### src/sbc_pkg.sv
// Shared constants, register map and state type of the serial baud clock select block.
package sbc_pkg;

   // ==========================================================================
   // Clock rates and derived divide counts
   // ==========================================================================
   localparam int  CLK_HZ        = 40_000_000;   // Board clock of this block.
   localparam int  CLK_KHZ       = CLK_HZ / 1000;
   localparam int  TRIG_HZ       = 2_000_000;    // Timer trigger rate.
   localparam int  MASTER_HZ     = 4_000_000;    // Timer master clock rate.
   localparam real HS_CLK_KHZ    = 615.385;      // Fixed high-speed port A clock.
   localparam int  TRIG_DIV      = CLK_HZ / TRIG_HZ;
   localparam int  MASTER_DIV    = CLK_HZ / MASTER_HZ;
   localparam int  HS_DIV        = int'(real'(CLK_KHZ) / HS_CLK_KHZ);
   localparam int  PRESCALE_LO   = 16;
   localparam int  PRESCALE_HI   = 256;
   localparam int  NUM_TIMERS    = 2;

   // ==========================================================================
   // Register byte offsets
   // ==========================================================================
   localparam logic [7:0] OFS_T0_CTRL    = 8'h00;
   localparam logic [7:0] OFS_T0_CONST   = 8'h04;
   localparam logic [7:0] OFS_T1_CTRL    = 8'h08;
   localparam logic [7:0] OFS_T1_CONST   = 8'h0C;
   localparam logic [7:0] OFS_LINE_CTRL  = 8'h10;
   localparam logic [7:0] OFS_LINE_STAT  = 8'h14;

   // ==========================================================================
   // Field positions
   // ==========================================================================
   localparam int CW_CTRL_BIT    = 0;   // Set in a control word.
   localparam int CW_RESET_BIT   = 1;   // Software reset of the channel.
   localparam int CW_PRE_BIT     = 5;   // Prescale 256 when set, else 16.
   localparam int CW_MODE_BIT    = 6;   // Counter mode when set, else timer.
   localparam int CW_RUN_BIT     = 7;   // Read only: channel running.
   localparam int LC_SPEED_BIT   = 0;   // Port A speed select, 1 = low speed.
   localparam int LC_SNAP_BIT    = 1;   // Write 1: latch external status into the status register.
   localparam int LS_RING_BIT    = 0;
   localparam int LS_CARRIER_BIT = 1;
   localparam int LS_LOWSEL_BIT  = 2;
   localparam int LS_RUN0_BIT    = 3;
   localparam int LS_RUN1_BIT    = 4;

   // ==========================================================================
   // Reset values
   // ==========================================================================
   localparam logic SPEED_REQ_RST = 1'b0;   // High-speed path after reset.

   // ==========================================================================
   // State of the top module
   // ==========================================================================
   typedef struct packed {
      logic [1:0]                  sync_busy;
      logic [1:0]                  sync_ready;
      logic [NUM_TIMERS-1:0]       run;
      logic [NUM_TIMERS-1:0]       counter_mode;
      logic [NUM_TIMERS-1:0]       pre256;
      logic [NUM_TIMERS-1:0][7:0]  tc;
      logic [NUM_TIMERS-1:0][7:0]  cnt;
      logic [NUM_TIMERS-1:0][7:0]  pre;
      logic [NUM_TIMERS-1:0]       zc;
      logic                        speed_req;
      logic                        sel_low;
      logic                        port_a_clk;
      logic                        ring_snap;
      logic                        carrier_snap;
      logic                        ack;
      logic [31:0]                 rdata;
   } sbc_state_t;

endpackage : sbc_pkg

### src/sbc_clk_div.sv
// Integer clock divider giving a one-cycle tick and a square wave.
`timescale 1ns/1ps
`default_nettype none

module sbc_clk_div
   import sbc_pkg::*;
#(
   parameter int DIV = 20
) (
   // Clock and reset.
   input  wire logic clk_i,
   input  wire logic rst_i,
   // Divided outputs.
   output logic      tick_o,
   output logic      clk_o
);

   localparam int W = $clog2(DIV);

   typedef struct packed {
      logic [W-1:0] cnt;
   } sbc_div_state_t;

   sbc_div_state_t st_q;
   sbc_div_state_t st_d;

   // ==========================================================================
   // Counter
   // ==========================================================================
   // Wrap the count at the divide value.
   always_comb begin
      st_d = st_q;
      if (st_q.cnt == W'(DIV - 1)) begin
         st_d.cnt = '0;
      end else begin
         st_d.cnt = st_q.cnt + 1'b1;
      end
   end

   // Register the state.
   always_ff @(posedge clk_i) begin
      if (rst_i) begin
         st_q <= '0;
      end else begin
         st_q <= st_d;
      end
   end

   // The tick marks the last count; the wave is high for the lower half.
   assign tick_o = (st_q.cnt == W'(DIV - 1));
   assign clk_o  = (st_q.cnt < W'(DIV / 2));

endmodule : sbc_clk_div

`default_nettype wire

### src/sbc_baud_select.sv
// Baud clock generation and status routing for two serial ports.
//
// Chosen here: the Wishbone register port and the address map.
`timescale 1ns/1ps
`default_nettype none

// Contract
// - Both port B clock inputs come from the zero-count output of timer channel 1.
// - Printer busy, inverted, drives the port B ring status input.
// - Floppy drive ready drives the port B carrier status input.
// - In high-speed mode port A takes a fixed 615.385 kHz clock instead of the timer.
// - Speed select at 1 picks the timer clock for port A, at 0 the fixed clock.
// - In low-speed mode port A runs from timer 0; port B always runs from timer 1.
// - Timer channels 0 and 1 are triggered from a 2.00 MHz source.
// - The timer unit runs from a 4.00 MHz master clock.
module sbc_baud_select
   import sbc_pkg::*;
(
   // Clock and reset.
   input  wire logic        CLOCK_I,
   input  wire logic        RESET_I,
   // Wishbone slave.
   input  wire logic        WB_CYC_I,
   input  wire logic        WB_STB_I,
   input  wire logic        WB_WE_I,
   input  wire logic [7:0]  WB_ADR_I,
   input  wire logic [3:0]  WB_SEL_I,
   input  wire logic [31:0] WB_DAT_I,
   output logic      [31:0] WB_DAT_O,
   output logic             WB_ACK_O,
   // External status pins.
   input  wire logic        PRINTER_BUSY_I,
   input  wire logic        FLOPPY_READY_I,
   // Serial unit connections.
   output logic             PORT_A_SPEED_SELECT_OUT_O,
   output logic             PORT_A_BAUD_CLOCK_O,
   output logic             PORT_B_TX_CLOCK_IN_O,
   output logic             PORT_B_RX_CLOCK_IN_O,
   output logic             PORT_B_RING_STATUS_IN_O,
   output logic             PORT_B_CARRIER_STATUS_IN_O,
   // Timer zero-count outputs.
   output logic             TIMER0_ZERO_COUNT_OUT_O,
   output logic             TIMER1_ZERO_COUNT_OUT_O
);

   sbc_state_t st_q;
   sbc_state_t st_d;
   logic       trig_tick;
   logic       master_tick;
   logic       hs_clk;
   logic       hs_last;

   // ==========================================================================
   // Clock sources
   // ==========================================================================
   // Timer trigger source.
   sbc_clk_div #(.DIV(TRIG_DIV)) u_trig_div (
      .clk_i  (CLOCK_I),
      .rst_i  (RESET_I),
      .tick_o (trig_tick),
      .clk_o  ()
   );

   // Timer master clock, which paces timer mode prescaling.
   sbc_clk_div #(.DIV(MASTER_DIV)) u_master_div (
      .clk_i  (CLOCK_I),
      .rst_i  (RESET_I),
      .tick_o (master_tick),
      .clk_o  ()
   );

   // Fixed high-speed clock for port A.
   sbc_clk_div #(.DIV(HS_DIV)) u_hs_div (
      .clk_i  (CLOCK_I),
      .rst_i  (RESET_I),
      .tick_o (hs_last),
      .clk_o  (hs_clk)
   );

   // ==========================================================================
   // Next-state logic
   // ==========================================================================
   // Synchronisers, timers, clock select and the register bus.
   always_comb begin
      logic       req;
      logic       wr;
      logic [7:0] adr;
      logic [7:0] wd;
      logic [7:0] lim;
      logic       step;
      req  = 1'b0;
      wr   = 1'b0;
      adr  = 8'h00;
      wd   = 8'h00;
      lim  = 8'h00;
      step = 1'b0;
      st_d = st_q;

      // Two flip-flops on each pin before any logic looks at it.
      st_d.sync_busy  = {st_q.sync_busy[0], PRINTER_BUSY_I};
      st_d.sync_ready = {st_q.sync_ready[0], FLOPPY_READY_I};

      // Timer channels: counter mode steps on the trigger, timer mode on the prescaler.
      for (int i = 0; i < NUM_TIMERS; i++) begin
         lim = st_q.pre256[i] ? 8'(PRESCALE_HI - 1) : 8'(PRESCALE_LO - 1);
         st_d.zc[i] = 1'b0;
         if (st_q.counter_mode[i]) begin
            step = st_q.run[i] && trig_tick;
         end else begin
            step = st_q.run[i] && master_tick && (st_q.pre[i] == lim);
            if (st_q.run[i] && master_tick) begin
               st_d.pre[i] = (st_q.pre[i] == lim) ? 8'h00 : st_q.pre[i] + 8'h01;
            end
         end
         if (step) begin
            if (st_q.cnt[i] == 8'h01) begin
               st_d.zc[i]  = 1'b1;
               st_d.cnt[i] = st_q.tc[i];
            end else begin
               st_d.cnt[i] = st_q.cnt[i] - 8'h01;
            end
         end
      end

      // Switch port A only while both clocks are low now and stay low one more cycle.
      if ((st_q.speed_req != st_q.sel_low) && !st_q.zc[0] && !st_d.zc[0] && !hs_clk
          && !hs_last) begin
         st_d.sel_low = st_q.speed_req;
      end
      st_d.port_a_clk = st_q.sel_low ? st_q.zc[0] : hs_clk;

      // Bus request decode; ack follows one cycle later and a write lands with the ack.
      req      = WB_CYC_I && WB_STB_I && !st_q.ack;
      wr       = WB_CYC_I && WB_STB_I && st_q.ack && WB_WE_I && WB_SEL_I[0];
      adr      = {WB_ADR_I[7:2], 2'b00};
      wd       = WB_DAT_I[7:0];
      st_d.ack = req;

      // Register writes.
      if (wr) begin
         for (int i = 0; i < NUM_TIMERS; i++) begin
            if ((adr == (i == 0 ? OFS_T0_CTRL : OFS_T1_CTRL)) && wd[CW_CTRL_BIT]) begin
               st_d.counter_mode[i] = wd[CW_MODE_BIT];
               st_d.pre256[i]       = wd[CW_PRE_BIT];
               if (wd[CW_RESET_BIT]) begin
                  st_d.run[i] = 1'b0;
                  st_d.pre[i] = 8'h00;
                  st_d.cnt[i] = st_q.tc[i];
               end
            end
            if (adr == (i == 0 ? OFS_T0_CONST : OFS_T1_CONST)) begin
               st_d.tc[i]  = wd;
               st_d.cnt[i] = wd;
               st_d.pre[i] = 8'h00;
               st_d.run[i] = 1'b1;
            end
         end
         if (adr == OFS_LINE_CTRL) begin
            st_d.speed_req = wd[LC_SPEED_BIT];
            if (wd[LC_SNAP_BIT]) begin
               st_d.ring_snap    = !st_q.sync_busy[1];
               st_d.carrier_snap = st_q.sync_ready[1];
            end
         end
      end

      // Read data; unmapped offsets read as zero.
      st_d.rdata = 32'h0000_0000;
      if (req && !WB_WE_I) begin
         case (adr)
            OFS_T0_CTRL, OFS_T1_CTRL: begin
               st_d.rdata[CW_MODE_BIT] = st_q.counter_mode[adr[3]];
               st_d.rdata[CW_PRE_BIT]  = st_q.pre256[adr[3]];
               st_d.rdata[CW_RUN_BIT]  = st_q.run[adr[3]];
            end
            OFS_T0_CONST, OFS_T1_CONST: begin
               st_d.rdata[7:0] = st_q.cnt[adr[3]];
            end
            OFS_LINE_CTRL: begin
               st_d.rdata[LC_SPEED_BIT] = st_q.speed_req;
            end
            OFS_LINE_STAT: begin
               st_d.rdata[LS_RING_BIT]    = st_q.ring_snap;
               st_d.rdata[LS_CARRIER_BIT] = st_q.carrier_snap;
               st_d.rdata[LS_LOWSEL_BIT]  = st_q.sel_low;
               st_d.rdata[LS_RUN0_BIT]    = st_q.run[0];
               st_d.rdata[LS_RUN1_BIT]    = st_q.run[1];
            end
            default: st_d.rdata = 32'h0000_0000;
         endcase
      end
   end

   // Register the whole state.
   always_ff @(posedge CLOCK_I) begin
      if (RESET_I) begin
         st_q           <= '0;
         st_q.speed_req <= SPEED_REQ_RST;
      end else begin
         st_q <= st_d;
      end
   end

   // ==========================================================================
   // Outputs
   // ==========================================================================
   // Bus answer and routed clocks and status lines.
   assign WB_DAT_O                   = st_q.rdata;
   assign WB_ACK_O                   = st_q.ack;
   assign PORT_A_SPEED_SELECT_OUT_O  = st_q.speed_req;
   assign PORT_A_BAUD_CLOCK_O        = st_q.port_a_clk;
   assign PORT_B_TX_CLOCK_IN_O       = st_q.zc[1];
   assign PORT_B_RX_CLOCK_IN_O       = st_q.zc[1];
   assign PORT_B_RING_STATUS_IN_O    = !st_q.sync_busy[1];
   assign PORT_B_CARRIER_STATUS_IN_O = st_q.sync_ready[1];
   assign TIMER0_ZERO_COUNT_OUT_O    = st_q.zc[0];
   assign TIMER1_ZERO_COUNT_OUT_O    = st_q.zc[1];
endmodule : sbc_baud_select

`default_nettype wire

### config.mk
export PLATFORM = sky130hd
export DESIGN_NAME = sbc_baud_select
export DESIGN_NICKNAME = d
export VERILOG_FILES = /design/src/sbc_pkg.sv /design/src/sbc_clk_div.sv /design/src/sbc_baud_select.sv
export SDC_FILE = /design/constraint.sdc
export NUM_CORES = 1
export LEC_CHECK = 0
export BUFFER_PORTS_ARGS = -buffer_cell sky130_fd_sc_hd__buf_2
export CORE_MARGIN = 2
export CORE_UTILIZATION = 50
export DETAILED_ROUTE_END_ITERATION = 8
export GPL_ROUTABILITY_DRIVEN = 0
export PLACE_DENSITY = 0.76
export SYNTH_ARGS = -nofsm -noshare
export SYNTH_HDL_FRONTEND = slang
export SYNTH_SLANG_ARGS = --single-unit
### constraint.sdc
create_clock -name CLOCK_I -period 1.86 [get_ports CLOCK_I]
set_clock_uncertainty 0.05 [all_clocks]
set_input_delay 0 -clock CLOCK_I [delete_from_list [all_inputs] [get_ports CLOCK_I]]
set_output_delay 0 -clock CLOCK_I [all_outputs]
set_load 0.03 [all_outputs]
* Word-level counts from Yosys, hierarchy flattened *
Cells that the tools add are included.

word-level totals
  bits in registers = 114
  input port bits = 51
  output and inout bits = 41
  word-level logic and storage cells = 143

cells by class
  add/subtract/negate cells = 7
  magnitude comparators = 2
  equality and inequality tests = 13
  mux-type cells = 47
  bitwise operators = 2
  reduce and logical (&&, ||, !) cells = 45

operator list
  cell                                                                          count
  8-bit 2-to-1 mux                                                              26
  32-bit 2-to-1 mux                                                             1
  1-bit logical AND                                                             18
  1-bit 2-to-1 mux                                                              17
  8-bit by 1-bit adder with 8-bit output, second input constant                 2
  8-bit by 1-bit == test with 1-bit output, second input constant               2
  8-bit == test                                                                 2
  8-bit by 1-bit subtractor with 8-bit output, second input constant            2
  2-bit OR reduction                                                            7
  6-bit by 2-bit == test with 1-bit output, second input constant               2
  6-bit by 3-bit == test with 1-bit output, second input constant               2
  2-bit AND reduction                                                           5
  3-bit AND reduction                                                           3
  4-bit one-hot mux with 2 select lines                                         1
  2-bit nonzero test                                                            4
  7-bit by 1-bit adder with 7-bit output, second input constant                 1
  7-bit == test, second input constant                                          1
  1-bit logical NOT                                                             7
  7-bit by 6-bit less-than comparator with 1-bit output, second input constant  1
  6-bit by 1-bit == test with 1-bit output, second input constant               1
  6-bit logical NOT                                                             1
  3-bit one-hot mux with 2 select lines                                         1
  5-bit by 1-bit adder with 5-bit output, second input constant                 1
  5-bit == test, second input constant                                          1
  other kinds (6)                                                               7

* Longest topological paths before layout *
  depth after elaboration = 9
  depth in mapped cells = 9
  mapped depth without buffers = 8

* Modules after synthesis *
A second synthesis with hierarchy kept.

second synthesis, totals
  cell total of the unflattened synthesis = 566
  area total of the unflattened synthesis = 4773.3 µm²

modules (own cells, without submodules)
  module                      times used  cells an instance  area each (µm²)  sequential area each (µm²)
  sbc_baud_select             1           483                4015.1           1481.4
  sbc_clk_div (u_hs_div)      1           36                 326.6            140.1
  sbc_clk_div (u_trig_div)    1           24                 226.5            100.1
  sbc_clk_div (u_master_div)  1           23                 205.2            80.1

* Least setup slack after synthesis *
OpenSTA, ideal clock, no wires.

  kind = reg-to-reg
  start point = reg st_q (netlist bit WB_ACK_O)
  end point = reg st_q[48] (netlist name)
  setup time = 0.118 ns
  arrival = 1.729 ns
  required time = 1.692 ns
  setup slack = -0.036 ns
  cell stages (with the launch flop) = 7
  buffers on the path = 0
  clock period less this slack = 1.896 ns
  cell sequence = dfxtp_1 -> and3_1 -> nor2b_1 -> nand3_1 -> o21bai_1 -> a21o_1 -> nor2_1

between the ends
  word-level cells in the longest chain between the ends = 4

ends and longest elaborated chain
  element                          RTL line                source
  start: declaration               sbc_baud_select.sv:46   sbc_state_t st_q;
  start signal: assignment         sbc_baud_select.sv:200  st_q <= st_d;
  1-bit logical AND (3 in series)  sbc_baud_select.sv:134  wr = WB_CYC_I && WB_STB_I && st_q.ack && WB_WE_I && WB_SEL_I[0];
  32-bit 2-to-1 mux                sbc_baud_select.sv:140  if (wr) begin

No other way between the ends.
A chain may end at the register's enable or synchronous reset.

* Worst setup path after layout *
  start point = reg st_q[44] (netlist name)
  end point = reg st_q[60] (netlist name)

between the ends
  word-level cells in the longest chain between the ends = 8

ends and longest elaborated chain
  element                RTL line                source
  8-bit == test (*)      sbc_baud_select.sv:110  step = st_q.run[i] && master_tick && (st_q.pre[i] == lim);
  1-bit logical AND (*)  sbc_baud_select.sv:110
  1-bit 2-to-1 mux (*)   sbc_baud_select.sv:107  if (st_q.counter_mode[i]) begin
  8-bit 2-to-1 mux (*)   sbc_baud_select.sv:115  if (step) begin
  8-bit 2-to-1 mux       sbc_baud_select.sv:145  if (wd[CW_RESET_BIT]) begin
  8-bit 2-to-1 mux       sbc_baud_select.sv:142  if ((adr == (i == 0 ? OFS_T0_CTRL : OFS_T1_CTRL)) && wd[CW_CTRL_BIT]) begin
  8-bit 2-to-1 mux       sbc_baud_select.sv:151  if (adr == (i == 0 ? OFS_T0_CONST : OFS_T1_CONST)) begin
  32-bit 2-to-1 mux (*)  sbc_baud_select.sv:140

Every way passes the cells marked *; elsewhere a longest branch is shown, timed or not.

==> results.sh <==
export IMPL_ys_async_sr_fraction_pct=0
export IMPL_gr_usage_met1_pct=33.12
export IMPL_initialDrtViolationCount=441
export IMPL_synth_area_um2=4708
export IMPL_leakage_nw=2.367
export IMPL_synth_ff_type="dfxtp_1"
export IMPL_worstSetupEndpointType="flop"
export IMPL_ys_ff_latch=90
export IMPL_slew_viol_final=0
export IMPL_grtUsageTotal_pct=24.54
export IMPL_dpl_hpwl_mm=8.772
export IMPL_grt_max_degree=28
export IMPL_first_global_vias=4141
export IMPL_area_delta_synth_final_pct=25.38
export IMPL_cts_buffers=9
export IMPL_cts_sinks=90
export IMPL_top_usage_layer="met2"
export IMPL_drtAntennaViolNets=0
export IMPL_drc=0
export IMPL_hp_start="WB_WE_I"
export IMPL_layout_commonest_cell="dfxtp_1"
export IMPL_wirelength_mm=13.07
export IMPL_path_clk_slew_ns=0.10
export IMPL_required_ns=2.05
export IMPL_num_vias=4577
export IMPL_hold_worst_slack_ns=0.04381
export IMPL_worst_pin_slew_ns=0.5729
export IMPL_setup_worst_path_start="st_q[44]"
export IMPL_multi_input_area_um2=2789
export IMPL_nFillCells=734
export IMPL_syn_avg_cell_area_um2=8.453
export IMPL_grt_ovfl_total=0
export IMPL_initial_core_util_pct=51.20
export IMPL_slew_headroom_pct=61.51
export IMPL_synth_edff_count=0
export IMPL_rsz0062_at_grt="true"
export IMPL_die_w_um=101.0
export IMPL_die_height_um=101.0
export IMPL_setup_viol=11
export IMPL_grt_pass1_wl_mm=19.93
export IMPL_syn_inst=557
export IMPL_wl_per_cell_um=16.63
export IMPL_ioPinCount=92
export IMPL_arrival_ns=2.17
export IMPL_coreArea_um2=9196
export IMPL_diodes=0
export IMPL_critPathMaxFanout=6
export IMPL_fin_crit_ns=1.979
export IMPL_period_share_pct=106.4
export IMPL_drv_cap=0
export IMPL_antenna_found_initial=0
export IMPL_cp_start_kind="flop"
export IMPL_htreeDepth=3
export IMPL_layout_drive_gt1_share_pct=29.33
export IMPL_grt_use_met2_pct=39.89
export IMPL_cts_root_buffer="clkbuf_8"
export IMPL_timing_rr_start="st_q[44]"
export IMPL_dr_pass1_iters=7
export IMPL_hp_class="in -> reg"
export IMPL_vias_per_cell=5.823
export IMPL_fin_nets=732
export IMPL_cts_tree="done"
export IMPL_fmax_mhz=505.4
export IMPL_finalHoldViolCount=0
export IMPL_met3_usage_pct=4.369
export IMPL_failed_checks="negative setup slack"
export IMPL_post_route_util_pct=64.19
export IMPL_ys_warn_count=0
export IMPL_num_rows=35
export IMPL_p_per_area_nw_per_um2=598.1
export IMPL_clk_latency_ns=0.36
export IMPL_place_ws_ns=-0.1676
export IMPL_status="finished, violations left"
export IMPL_vdd_drop_max_mv=0.5830
export IMPL_cts_path_max_buffers=2
export IMPL_io_buffer_count=38
export IMPL_postLayoutSetupSlackWorst_ns=-0.1187
export IMPL_ff_latch_area_um2=1808
export IMPL_seq_area_frac_synth_pct=38.27
export IMPL_die_area_um2=10210
export IMPL_worstSetupPathType="reg -> reg"
export IMPL_layout_common_cells="dfxtp_1 (85), buf_4 (72), nor2_1 (67)"
export IMPL_yosysUniqueCellTypes=72
## synth_stat cells (6+ instances only)
master,n,area [um2]
dfxtp_1,90,1802
nor2_1,69,259.0
nand2_1,67,251.5
a21oi_1,43,215.2
buf_4,38,285.3
nand3_1,21,105.1
inv_1,16,60.06
nor3_1,16,80.08
xnor2_1,13,113.9
ha_1,11,137.6
a22oi_1,10,75.07
mux2i_1,10,100.1
o21ai_0,9,45.04
clkbuf_1,8,30.03
xor2_1,8,70.07
nand2b_1,7,43.79
nor2b_1,7,43.79
a31oi_1,6,37.54
o22ai_1,6,37.54
## routing by layer
layer / share of wire, % / vias to the layer above
met4: 3.7 / 0
li1: - / 2142
met1: 42 / 2144
met3: 7.2 / 54
met2: 47 / 237
met5: 0 / -
## path summary, 6_finish.rpt
path                      end  slack [ns]  cells after the start
hold reg to reg      st_q[97]        0.41                      1
hold / removal    WB_DAT_O[1]        0.04                      3
setup reg to reg     st_q[60]       -0.12                      7
setup / recovery     st_q[60]       -0.12                      7
## kinds of logic (layout without fill, tap and decap cells)
group	after synthesis	in the layout	share of synthesized area, %
DFF	90	90	38.27
AOI/OAI and AO/OA	119	120	17.25
buffers and inverters	68	161	9.221
muxes	15	15	3.322
xor gates and xnor gates	21	21	3.907
and+or+nand+nor	232	233	25.03
adders and majority gates	11	11	2.923
other	1	24	0.07965
## flip-flops by register name (all words and copies together) (netlist names)
name	count
PORT_A_BAUD_CLOCK_O	1
PORT_A_SPEED_SELECT_OUT_O	1
PORT_B_CARRIER_STATUS_IN_O	1
PORT_B_RX_CLOCK_IN_O	1
TIMER0_ZERO_COUNT_OUT_O	1
WB_ACK_O	1
WB_DAT_O	8
st_d	2
st_q	58
u_hs_div.st_q	7
u_master_div.st_q	4
u_trig_div.st_q	5
## cell type report
| cell class | instances | share of cell area, % |
|---|---|---|
| Multi-Input combinational cell | 424 | 47.24 |
| Sequential cell | 90 | 30.63 |
| Timing Repair Buffer | 129 | 15.75 |
| Tap cell | 111 | 2.353 |
| Clock buffer | 10 | 2.162 |
| Inverter | 16 | 1.017 |
| Clock inverter | 6 | 0.8478 |
## critical path, stage by stage (launching register included)
cell and delay (ns):
dfxtp_1 0.33, or4_4 0.52, o22ai_4 0.22, a21oi_4 0.14, buf_4 0.16, o21a_1 0.18
o21ai_1 0.13, a31oi_1 0.11
## timing repair
action                                 CTS  global route
setup endpoints to repair               23            24
endpoints found under the hold margin   38             0
pin swaps                                9            14
gates resized for setup                 20            36
hold buffers                            12             0
gates cloned                             2             1
setup buffers                            4            11
## where the power goes
| group | total (mW) | switching [mW] | internal [mW] |
|---|---|---|---|
| logic | 0.306 | 0.200 | 0.106 |
| clock network | 1.26 | 0.752 | 0.506 |
| registers | 1.97 | 0.0176 | 1.95 |
| total | 3.53 | 0.970 | 2.56 |
## per-stage QoR
stage | cells | setup TNS (ns) | total power, mW | area [um2]
2_1_floorplan | 580 | -0.01152 | 2.217 | 4801
3_3_place_gp | 740 | -0.4438 | 2.262 | 5229
3_5_place_dp | 740 | -1.079 | 2.272 | 5229
4_1_cts | 774 | -0.3895 | 3.518 | 5667
5_1_grt | 786 | -1.963 | 3.654 | 5903
6_report | 786 | -0.7436 | 3.531 | 5903
No activity file was read; power rests on OpenSTA's default activity.
